--- config.mk ---
export PLATFORM = sky130hd
export DESIGN_NAME = video_port_output_control
export DESIGN_NICKNAME = d
export VERILOG_FILES = /design/src/logic/sync_two_stage.v /design/src/logic/two_entry_buffer.v /design/src/logic/video_port_output_control.v
export VERILOG_INCLUDE_DIRS = /design/src /design/src/logic
export SDC_FILE = /design/constraint.sdc
export NUM_CORES = 1
export LEC_CHECK = 0
export ABC_AREA = 1
export BUFFER_PORTS_ARGS = -buffer_cell sky130_fd_sc_hd__buf_4
export CORE_MARGIN = 2
export CORE_UTILIZATION = 40
export CTS_BUF_LIST = sky130_fd_sc_hd__clkbuf_16
export DETAILED_ROUTE_END_ITERATION = 10
export PLACE_DENSITY = 0.63
export SLEW_MARGIN = 10
export SYNTH_ARGS = -nofsm -noshare
export SYNTH_HDL_FRONTEND = slang
export SYNTH_HIERARCHICAL = 1
export SYNTH_SLANG_ARGS = --single-unit
export TNS_END_PERCENT = 10
--- constraint.sdc ---
create_clock -name clk -period 1.8 [get_ports clk]
set_clock_uncertainty 0.05 [all_clocks]
set_input_delay 0.09 -clock clk [delete_from_list [all_inputs] [get_ports clk]]
set_output_delay 0.09 -clock clk [all_outputs]
set_load 0.005 [all_outputs]
--- src/logic/vport_regs.vh ---
// register offsets, field positions and reset values of the video port output control
`ifndef VPORT_REGS_VH
`define VPORT_REGS_VH
// ----------------------------------------
// register offsets (subaddresses)
// ----------------------------------------
`define ADDR_GLOBAL_CTRL 8'h80
`define ADDR_EXP_ENABLE 8'h83
`define ADDR_IMG_SELECT 8'h84
`define ADDR_IMG_POLARITY 8'h85
`define ADDR_FIFO_FLAG_CTRL 8'h86
// ----------------------------------------
// field positions
// ----------------------------------------
`define BIT_TASK_A_ENABLE 4
`define BIT_TASK_B_ENABLE 5
`define BIT_TIMING_FROM_SLICER 6
`define BIT_CLK_SEL_LO 0
`define BIT_CLK_SEL_HI 1
`define BIT_QUAL_GATED 2
`define BIT_QUAL_SCOPE 3
`define BIT_EXP_OE_LO 0
`define BIT_EXP_OE_HI 1
`define BIT_READY_SRC 2
`define BIT_EXP_PHASE_LO 4
`define BIT_EXP_PHASE_HI 5
`define BIT_GP0_SEL_LO 6
`define BIT_GP0_SEL_HI 7
`define BIT_GP0_POLARITY 4
`define BIT_GP0_SEL_TOP 5
// ----------------------------------------
// reset values and encodings
// ----------------------------------------
`define RST_GLOBAL_CTRL 8'h00
`define RST_EXP_ENABLE 8'h00
`define RST_IMG_SELECT 8'h00
`define RST_IMG_POLARITY 8'h00
`define RST_FIFO_FLAG_CTRL 8'h00
`define CLK_SEL_LLC 2'h0
`define CLK_SEL_EXPANSION_PORT_CLOCK 2'h1
`define CLK_SEL_HALF 2'h2
`define CLK_SEL_IMAGE_PORT_CLOCK 2'h3
`define EXP_OE_OFF 2'h0
`define EXP_OE_ON 2'h1
`define EXP_OE_PIN_LOW 2'h2
`define EXP_OE_PIN_HIGH 2'h3
`endif

--- src/logic/sync_two_stage.v ---
// two flip-flop synchroniser for a bundle of level inputs
`default_nettype none
module sync_two_stage #(
  parameter WIDTH = 1
) (
  input wire clk, // block clock
  input wire nrst, // async reset, active low
  input wire [WIDTH-1:0] d, // asynchronous levels
  output reg [WIDTH-1:0] q // synchronised levels
);
  reg [WIDTH-1:0] meta_r;
  // ----------------------------------------
  // two stages; the first feeds only the second
  // ----------------------------------------
  always @(posedge clk or negedge nrst) begin
    if (!nrst) begin
      meta_r <= {WIDTH{1'b0}};
      q <= {WIDTH{1'b0}};
    end else begin
      meta_r <= d;
      q <= meta_r;
    end
  end
endmodule // sync_two_stage
`default_nettype wire

--- src/logic/two_entry_buffer.v ---
// two-entry valid/ready buffer for expansion port words
`default_nettype none
module two_entry_buffer #(
  parameter WIDTH = 8
) (
  input wire clk, // block clock
  input wire nrst, // async reset, active low
  input wire [WIDTH-1:0] in_data, // word in
  input wire in_valid, // word in present
  output wire in_ready, // room for a word
  output wire [WIDTH-1:0] out_data, // oldest word
  output wire out_valid, // a word is held
  input wire out_ready // drain side accepts
);
  reg [WIDTH-1:0] mem_r [0:1];
  reg wptr_r;
  reg rptr_r;
  reg [1:0] count_r;
  wire push;
  wire pop;
  // honest flags from the count
  assign in_ready = (count_r != 2'h2);
  assign out_valid = (count_r != 2'h0);
  assign out_data = mem_r[rptr_r];
  assign push = in_valid & in_ready;
  assign pop = out_valid & out_ready;
  // ----------------------------------------
  // pointers and storage
  // ----------------------------------------
  always @(posedge clk or negedge nrst) begin
    if (!nrst) begin
      wptr_r <= 1'b0;
      rptr_r <= 1'b0;
      count_r <= 2'h0;
      mem_r[0] <= {WIDTH{1'b0}};
      mem_r[1] <= {WIDTH{1'b0}};
    end else begin
      if (push) begin
        mem_r[wptr_r] <= in_data;
        wptr_r <= ~wptr_r;
      end
      if (pop) begin
        rptr_r <= ~rptr_r;
      end
      if (push & ~pop) begin
        count_r <= count_r + 2'h1;
      end else if (pop & ~push) begin
        count_r <= count_r - 2'h1;
      end
    end
  end
endmodule // two_entry_buffer
`default_nettype wire

--- src/logic/video_port_output_control.v ---
// global control of scaler output, image port and expansion port
`include "vport_regs.vh"
`default_nettype none
module video_port_output_control #(
  parameter DATA_W = 8
) (
  input wire clk, // 25 MHz block clock
  input wire nrst, // async reset, active low
  input wire [7:0] reg_addr, // register subaddress
  input wire [7:0] reg_wdata, // write data
  input wire reg_we, // write strobe
  input wire reg_re, // read strobe
  output reg [7:0] reg_rdata, // read data, one cycle after strobe
  input wire line_locked_clock, // decoder clock, sampled
  input wire expansion_port_clock, // expansion clock, sampled
  input wire image_port_clock, // image port clock input level
  output reg image_port_clock_pin, // image port clock output level
  output reg image_port_clock_pin_oe, // high while driving the clock pin
  output reg backend_tick, // one-cycle back-end clock event
  input wire data_valid, // scaler output word valid
  input wire in_scaling_region, // scaler inside its window
  output reg output_data_qualifier, // qualifier pin level
  output reg task_a_run, // task set A running
  output reg task_b_run, // task set B running
  input wire scaler_field_id, // field from scaler window
  input wire scaler_vref, // vertical from scaler window
  input wire slicer_field_id, // field from slicer
  input wire slicer_vref, // vertical from slicer
  output reg output_field_id, // chosen output field
  output reg output_vref, // chosen output vertical
  output reg exp_clock_out, // phased expansion clock
  input wire exp_tristate_control_pin, // tristate control pin
  output reg exp_port_oe, // expansion outputs driven
  input wire task_a_active, // event handler task flag
  output reg exp_ready_output, // ready pin
  input wire [DATA_W-1:0] exp_data_in, // expansion port word
  input wire exp_data_valid, // expansion word present
  output reg [DATA_W-1:0] scaler_data, // word towards scaler
  output reg scaler_valid, // word towards scaler valid
  input wire scaler_ready, // scaler accepts word
  input wire sliced_data_flag, // sliced data framing
  input wire fifo_almost_filled, // output fifo flag
  input wire fifo_overflow, // output fifo flag
  input wire fifo_almost_full, // output fifo flag
  input wire fifo_almost_empty, // output fifo flag
  output reg general_output_zero // gp0 pin level
);
  // ----------------------------------------
  // register file
  // ----------------------------------------
  reg [7:0] global_task_and_clock_control_r;
  reg [7:0] expansion_port_enable_and_phase_r;
  reg [7:0] image_port_signal_select_r;
  reg [7:0] image_port_polarity_r;
  reg [7:0] fifo_flag_control_r;
  reg [7:0] rdata_nxt;

  // plain byte writes at the printed subaddresses
  always @(posedge clk or negedge nrst) begin
    if (!nrst) begin
      global_task_and_clock_control_r <= `RST_GLOBAL_CTRL;
      expansion_port_enable_and_phase_r <= `RST_EXP_ENABLE;
      image_port_signal_select_r <= `RST_IMG_SELECT;
      image_port_polarity_r <= `RST_IMG_POLARITY;
      fifo_flag_control_r <= `RST_FIFO_FLAG_CTRL;
    end else if (reg_we) begin
      case (reg_addr)
        `ADDR_GLOBAL_CTRL: global_task_and_clock_control_r <= reg_wdata;
        `ADDR_EXP_ENABLE: expansion_port_enable_and_phase_r <= reg_wdata;
        `ADDR_IMG_SELECT: image_port_signal_select_r <= reg_wdata;
        `ADDR_IMG_POLARITY: image_port_polarity_r <= reg_wdata;
        `ADDR_FIFO_FLAG_CTRL: fifo_flag_control_r <= reg_wdata;
        default: ;
      endcase
    end
  end

  // read mux; unmapped subaddresses read zero
  always @* begin
    case (reg_addr)
      `ADDR_GLOBAL_CTRL: rdata_nxt = global_task_and_clock_control_r;
      `ADDR_EXP_ENABLE: rdata_nxt = expansion_port_enable_and_phase_r;
      `ADDR_IMG_SELECT: rdata_nxt = image_port_signal_select_r;
      `ADDR_IMG_POLARITY: rdata_nxt = image_port_polarity_r;
      `ADDR_FIFO_FLAG_CTRL: rdata_nxt = fifo_flag_control_r;
      default: rdata_nxt = 8'h00;
    endcase
  end

  // field decode
  wire task_a_enable = global_task_and_clock_control_r[`BIT_TASK_A_ENABLE];
  wire task_b_enable = global_task_and_clock_control_r[`BIT_TASK_B_ENABLE];
  wire timing_from_slicer = global_task_and_clock_control_r[`BIT_TIMING_FROM_SLICER];
  wire [1:0] clk_sel_req = {global_task_and_clock_control_r[`BIT_CLK_SEL_HI],
                            global_task_and_clock_control_r[`BIT_CLK_SEL_LO]};
  wire qualifier_gated_clock_mode = global_task_and_clock_control_r[`BIT_QUAL_GATED];
  wire qualifier_scope_mode = global_task_and_clock_control_r[`BIT_QUAL_SCOPE];
  wire [1:0] exp_oe_mode = {expansion_port_enable_and_phase_r[`BIT_EXP_OE_HI],
                            expansion_port_enable_and_phase_r[`BIT_EXP_OE_LO]};
  wire ready_pin_source_select = expansion_port_enable_and_phase_r[`BIT_READY_SRC];
  wire exp_clock_phase_lo = expansion_port_enable_and_phase_r[`BIT_EXP_PHASE_LO];
  wire exp_clock_phase_hi = expansion_port_enable_and_phase_r[`BIT_EXP_PHASE_HI];
  wire [2:0] gp0_select = {fifo_flag_control_r[`BIT_GP0_SEL_TOP],
                           image_port_signal_select_r[`BIT_GP0_SEL_HI],
                           image_port_signal_select_r[`BIT_GP0_SEL_LO]};
  wire gp0_polarity = image_port_polarity_r[`BIT_GP0_POLARITY];

  // ----------------------------------------
  // pin synchronisers
  // ----------------------------------------
  wire [4:0] pins_s;
  wire llc_s = pins_s[0];
  wire expansion_port_clock_s = pins_s[1];
  wire image_port_clock_s = pins_s[2];
  wire exp_tristate_control_pin_s = pins_s[3];
  wire xvalid_s = pins_s[4];
  wire [DATA_W-1:0] xdata_s;

  sync_two_stage #(.WIDTH(5)) u_sync_pins (
    .clk(clk),
    .nrst(nrst),
    .d({exp_data_valid, exp_tristate_control_pin, image_port_clock,
        expansion_port_clock, line_locked_clock}),
    .q(pins_s)
  );

  // data travels with its valid so both arrive together
  sync_two_stage #(.WIDTH(DATA_W)) u_sync_data (
    .clk(clk),
    .nrst(nrst),
    .d(exp_data_in),
    .q(xdata_s)
  );

  // ----------------------------------------
  // clock edge detection
  // ----------------------------------------
  reg llc_d_r;
  reg expansion_port_clock_d_r;
  reg image_port_clock_d_r;
  reg half_r;
  always @(posedge clk or negedge nrst) begin
    if (!nrst) begin
      llc_d_r <= 1'b0;
      expansion_port_clock_d_r <= 1'b0;
      image_port_clock_d_r <= 1'b0;
      half_r <= 1'b0;
    end else begin
      llc_d_r <= llc_s;
      expansion_port_clock_d_r <= expansion_port_clock_s;
      image_port_clock_d_r <= image_port_clock_s;
      if (llc_s & ~llc_d_r) begin
        half_r <= ~half_r;
      end
    end
  end
  wire llc_rise = llc_s & ~llc_d_r;
  wire expansion_port_clock_rise = expansion_port_clock_s & ~expansion_port_clock_d_r;
  wire image_port_clock_rise = image_port_clock_s & ~image_port_clock_d_r;

  // ----------------------------------------
  // clock source selection
  // ----------------------------------------
  reg [1:0] clk_sel_r;
  reg pin_level_nxt;
  reg tick_nxt;
  reg new_src_level;

  // safe switch point
  // the select is only taken over while the pin, the old and the new source are all low
  // and no tick is due, so no runt pulse can reach the pin; costs up to one period
  always @* begin
    case (clk_sel_req)
      `CLK_SEL_EXPANSION_PORT_CLOCK: new_src_level = expansion_port_clock_s;
      `CLK_SEL_IMAGE_PORT_CLOCK: new_src_level = 1'b0;
      default: new_src_level = llc_s;
    endcase
  end

  always @(posedge clk or negedge nrst) begin
    if (!nrst) begin
      clk_sel_r <= `CLK_SEL_LLC;
    end else if ((clk_sel_req != clk_sel_r) && !image_port_clock_pin && !pin_level_nxt &&
                 !tick_nxt && !new_src_level) begin
      clk_sel_r <= clk_sel_req;
    end
  end

  // pin level and back-end event
  // the half-rate option assumes the gated qualifier mode is set by software
  always @* begin
    case (clk_sel_r)
      `CLK_SEL_LLC: begin
        pin_level_nxt = llc_s;
        tick_nxt = llc_rise;
      end
      `CLK_SEL_EXPANSION_PORT_CLOCK: begin
        pin_level_nxt = expansion_port_clock_s;
        tick_nxt = expansion_port_clock_rise;
      end
      `CLK_SEL_HALF: begin
        pin_level_nxt = llc_s;
        tick_nxt = llc_rise & half_r;
      end
      default: begin
        pin_level_nxt = 1'b0;
        tick_nxt = image_port_clock_rise;
      end
    endcase
  end

  // ----------------------------------------
  // qualifier and task / timing control
  // ----------------------------------------
  reg qual_level;
  always @* begin
    if (qualifier_scope_mode) begin
      qual_level = in_scaling_region ? data_valid : 1'b1;
    end else begin
      qual_level = data_valid;
    end
  end

  // ----------------------------------------
  // expansion port enable, phase and ready
  // ----------------------------------------
  reg exp_oe_nxt;
  reg expansion_port_clock_delay_r;
  always @* begin
    case (exp_oe_mode)
      `EXP_OE_OFF: exp_oe_nxt = 1'b0;
      `EXP_OE_ON: exp_oe_nxt = 1'b1;
      `EXP_OE_PIN_LOW: exp_oe_nxt = ~exp_tristate_control_pin_s;
      default: exp_oe_nxt = exp_tristate_control_pin_s;
    endcase
  end

  // one extra stage stands in for the short output delay
  always @(posedge clk or negedge nrst) begin
    if (!nrst) begin
      expansion_port_clock_delay_r <= 1'b0;
    end else begin
      expansion_port_clock_delay_r <= expansion_port_clock_s;
    end
  end

  // words are taken on rising expansion clock edges while valid is seen
  wire buf_in_ready;
  wire buf_out_valid;
  wire [DATA_W-1:0] buf_out_data;
  wire buf_push = expansion_port_clock_rise & xvalid_s;
  wire scaler_take = scaler_valid & scaler_ready;
  wire out_stage_free = ~scaler_valid | scaler_ready;

  // ready paces the source so the buffer never drops a word
  two_entry_buffer #(.WIDTH(DATA_W)) u_exp_buffer (
    .clk(clk),
    .nrst(nrst),
    .in_data(xdata_s),
    .in_valid(buf_push),
    .in_ready(buf_in_ready),
    .out_data(buf_out_data),
    .out_valid(buf_out_valid),
    .out_ready(out_stage_free)
  );

  // ----------------------------------------
  // general purpose output zero source
  // ----------------------------------------
  reg gp0_raw;
  reg field_nxt;
  always @* begin
    field_nxt = timing_from_slicer ? slicer_field_id : scaler_field_id;
    case (gp0_select)
      3'h0: gp0_raw = field_nxt;
      3'h1: gp0_raw = task_a_active;
      3'h2: gp0_raw = sliced_data_flag;
      3'h3: gp0_raw = 1'b0;
      3'h4: gp0_raw = fifo_almost_filled;
      3'h5: gp0_raw = fifo_overflow;
      3'h6: gp0_raw = fifo_almost_full;
      default: gp0_raw = fifo_almost_empty;
    endcase
  end

  // ----------------------------------------
  // registered outputs
  // ----------------------------------------
  always @(posedge clk or negedge nrst) begin
    if (!nrst) begin
      reg_rdata <= 8'h00;
      image_port_clock_pin <= 1'b0;
      image_port_clock_pin_oe <= 1'b0;
      backend_tick <= 1'b0;
      output_data_qualifier <= 1'b0;
      task_a_run <= 1'b0;
      task_b_run <= 1'b0;
      output_field_id <= 1'b0;
      output_vref <= 1'b0;
      exp_clock_out <= 1'b0;
      exp_port_oe <= 1'b0;
      exp_ready_output <= 1'b0;
      scaler_data <= {DATA_W{1'b0}};
      scaler_valid <= 1'b0;
      general_output_zero <= 1'b0;
    end else begin
      if (reg_re) begin
        reg_rdata <= rdata_nxt;
      end
      image_port_clock_pin <= pin_level_nxt;
      image_port_clock_pin_oe <= (clk_sel_r != `CLK_SEL_IMAGE_PORT_CLOCK);
      backend_tick <= tick_nxt;
      output_data_qualifier <= qualifier_gated_clock_mode ? (qual_level & tick_nxt) : qual_level;
      task_a_run <= task_a_enable;
      task_b_run <= task_b_enable;
      output_field_id <= field_nxt;
      output_vref <= timing_from_slicer ? slicer_vref : scaler_vref;
      exp_clock_out <= (exp_clock_phase_hi ? expansion_port_clock_delay_r : expansion_port_clock_s) ^ exp_clock_phase_lo;
      exp_port_oe <= exp_oe_nxt;
      exp_ready_output <= ready_pin_source_select ? buf_in_ready : task_a_active;
      if (out_stage_free) begin
        scaler_valid <= buf_out_valid;
        if (buf_out_valid) begin
          scaler_data <= buf_out_data;
        end
      end else if (scaler_take) begin
        scaler_valid <= 1'b0;
      end
      general_output_zero <= gp0_raw ^ gp0_polarity;
    end
  end
endmodule // video_port_output_control
`default_nettype wire

==> results.yml <==
run_status:
  status: "finished clean"
power:
  peakVddDrop_mv: 0.770
  p_total_mw: 8.29
  power_density_nw_per_um2: 1220
  leakagePower_nw: 3.42
clock_network:
  path_clk_slew_ns: 0.05
  clk_latency_ns: 0.41
  cts_setup_buffers: 0
  cts_tree: "done"
  cts_inserted_buffers: 17
  cts-root-buf: "clkbuf_16"
  hold_buffers: 31
  htreeDepth: 4
  cts.sinks: 121
  cts_buffer_depth: 2
  cts.repair.resized: 0
layout:
  final_util_pct: 53.9
  layout-drive-gt1-share_pct: 20.5
  finalNetCount: 709
  area_growth_pct: 32.0
  fin_area_um2: 6770
  instances_no_fill: 846
  fill_cells: 1122
  diodes: 0
detailed_routing:
  ant_nets: 0
  first_pass_iters: 5
  viasPerCell: 4.82
  first_iter_violations: 439
  drcViolationCount: 0
  postRouteWirelength_um: 12000
  num_vias: 4075
  wire_per_inst_um: 14.2
synth:
  synth-seq-cells: 121
  synth_area_leader_cell: "dfrtp_1"
  synth_top_area_share_pct: 59.0
  synthArstFlopShare_pct: 100
  synth-edff-count: 0
  synth.distinct_cells: 33
  synth_area_um2: 5130
  yosys-top-cells-area: "dfrtp_1 59%, nand2_1 12%, o21ai_0 4.8%, inv_1 4.1%, nand3_1 3.6%"
  ys_seq_area_share_pct: 59.0
  syn_area_per_cell_um2: 9.46
  netlist_instances: 542
  yosys_warnings: 6
  yosys_most_used_dff: "dfrtp_1"
  synth_nets: 589
global_route:
  grt.busiest_layer: "met2"
  grt_start_max_net_pins: 45
  groute.layer.met1.usage_pct: 24.3
  grt_overflow: 0
  grt_usage_pct: 18.8
  grt_pass1_wl_um: 19500
  use_met2_pct: 30.5
  antenna_found_initial: 0
  met3_usage_pct: 4.27
  grt_pass1_vias: 4017
run:
  maxCapViolCount: 0
worst_setup_path:
  required_ns: 2.04
  worstPathArrival_ns: 1.86
  critPathSlowestCell: "dfrtp_1"
  path_class: "flop to flop"
  end_kind: "flop"
  ff2ff_path_depth: 6
  slowest_delay_ns: 0.39
  start_kind: "flop"
  crit_path_frequent_cell: "nand2_1"
  crit_chain: "nand2_1 -> nor2_1 -> buf_4 -> nand3_1 -> nand2_1 -> nand2_1"
  path_max_fanout: 18
place:
  pre_cts_slack_ns: 0.195
  dp_cells: 784
  post_dp_cell_area_um2: 5880
  hpwl_um: 8110
  io_buffers: 74
  finalWeightedCongestion: 0.815
hold_path:
  min_path_cells: 5
  hold_class: "input pin to flop"
sta:
  fmax_ghz: 0.617
  hold_viol: 0
  worst_pin_slew_ns: 0.499
  finalSetupTns_ns: 0
  slew_headroom_pct: 66.7
  period_share_pct: 90.0
  hold_slack_ns: 0.0591
  rsz0062_at_grt: "no"
  slew_violations: 0
  fin_ws_ns: 0.180
  setup_viol_count_final: 0
  min_period_ns: 1.62
floorplan:
  coreArea_um2: 12600
  die_width_um: 117
  start_util_pct: 40.8
  dieHeight_um: 117
  dieArea_um2: 13700
  core.rowCount: 41
  io_pins: 75
==> routing by layer <==
metal	part of all wire [%]	wire (um)	up-vias
met2	50	6020	108
met1	44	5290	1963
li1	-	-	1985
met4	1.9	228	0
met5	0	0	-
met3	4.0	476	19
==> cell usage in the layout, fill, tap and decap left out <==
cell           count
nand2_1          160
dfrtp_1          121
buf_4             84
inv_1             57
o21ai_0           49
nand3_1           37
dlygate4sd3_1     31
nor2_1            29
nand4_1           26
clkbuf_16         17
a21oi_1            9
mux2_2             8
nor2_4             4
clkinv_2           4
bufinv_16          4
xor2_1             3
inv_2              3
xnor2_1            3
clkinv_4           3
a31oi_1            2
nor4_4             2
nand3_4            2
o21bai_1           2
clkinvlp_4         2
clkinv_1           2
buf_12             2
nand3b_1           1
o211ai_1           1
o22ai_1            1
nand2_4            1
nand3_2            1
o21ai_1            1
nand2_2            1
ha_1               1
==> flip-flops by register name, summed over array words and instances (netlist names), 5 cells and up <==
name                               cells
u_exp_buffer/mem_r                    16
expansion_port_enable_and_phase_r      8
fifo_flag_control_r                    8
global_task_and_clock_control_r        8
image_port_polarity_r                  8
image_port_signal_select_r             8
reg_rdata                              8
scaler_data                            8
u_sync_data/meta_r                     8
u_sync_data/q                          8
u_sync_pins/meta_r                     5
u_sync_pins/q                          5
==> kinds of logic after synthesis <==
group | synth area share [%]
multiplexers | 1.76
flip-flops | 59.0
buffers and inverters | 7.68
AND/OR/NAND/NOR | 23.7
AO/OA/AOI/OAI | 6.56
adder cells (fa/ha/maj) | 0.244
XOR/XNOR | 1.02
==> cells in the mapped netlist, types with 3 or more instances <==
library cell and n:
a21oi_1 9, buf_2 6, buf_6 5, dfrtp_1 121, inv_1 56, inv_2 3, mux2_2 8, nand2_1 160
nand3_1 37, nand4_1 26, nor2_1 29, nor2_4 4, o21ai_0 49, xnor2_1 3, xor2_1 3
==> final timing paths <==
path | slack [ns] | from | to
max | 0.18 | u_sync_pins/q[1] | u_exp_buffer/mem_r[2]
min | 0.06 | fifo_almost_full | general_output_zero
max reg2reg | 0.18 | u_sync_pins/q[1] | u_exp_buffer/mem_r[2]
min reg2reg | 0.30 | u_sync_pins/meta_r[2] | u_sync_pins/q[2]
max in group asynchronous | 0.89 | nrst | u_sync_pins/meta_r[1]
min in group asynchronous | 0.14 | nrst | u_exp_buffer/mem_r[11]
==> report_power, final <==
part	internal, mW	switching (mW)
logic	0.736	0.749
registers	3.16	0.319
clock network	2.15	1.18
==> cell type report <==
cell class	count	area, um^2	area share [%]
multi-input combinational	344	1710	25.2
tap	172	215	3.18
timing repair buffer	117	981	14.5
sequential	121	3030	44.7
clock inverter	14	159	2.35
clock buffer	17	425	6.28
inverter	61	255	3.77
==> worst max-delay path: cells and delay by family, from the launching register on <==
family	cells	cell delay [ns]
flip-flops	1	0.39
buffers and inverters	1	0.28
AND/OR/NAND/NOR	5	0.77
(Power assumes the default switching activity.)
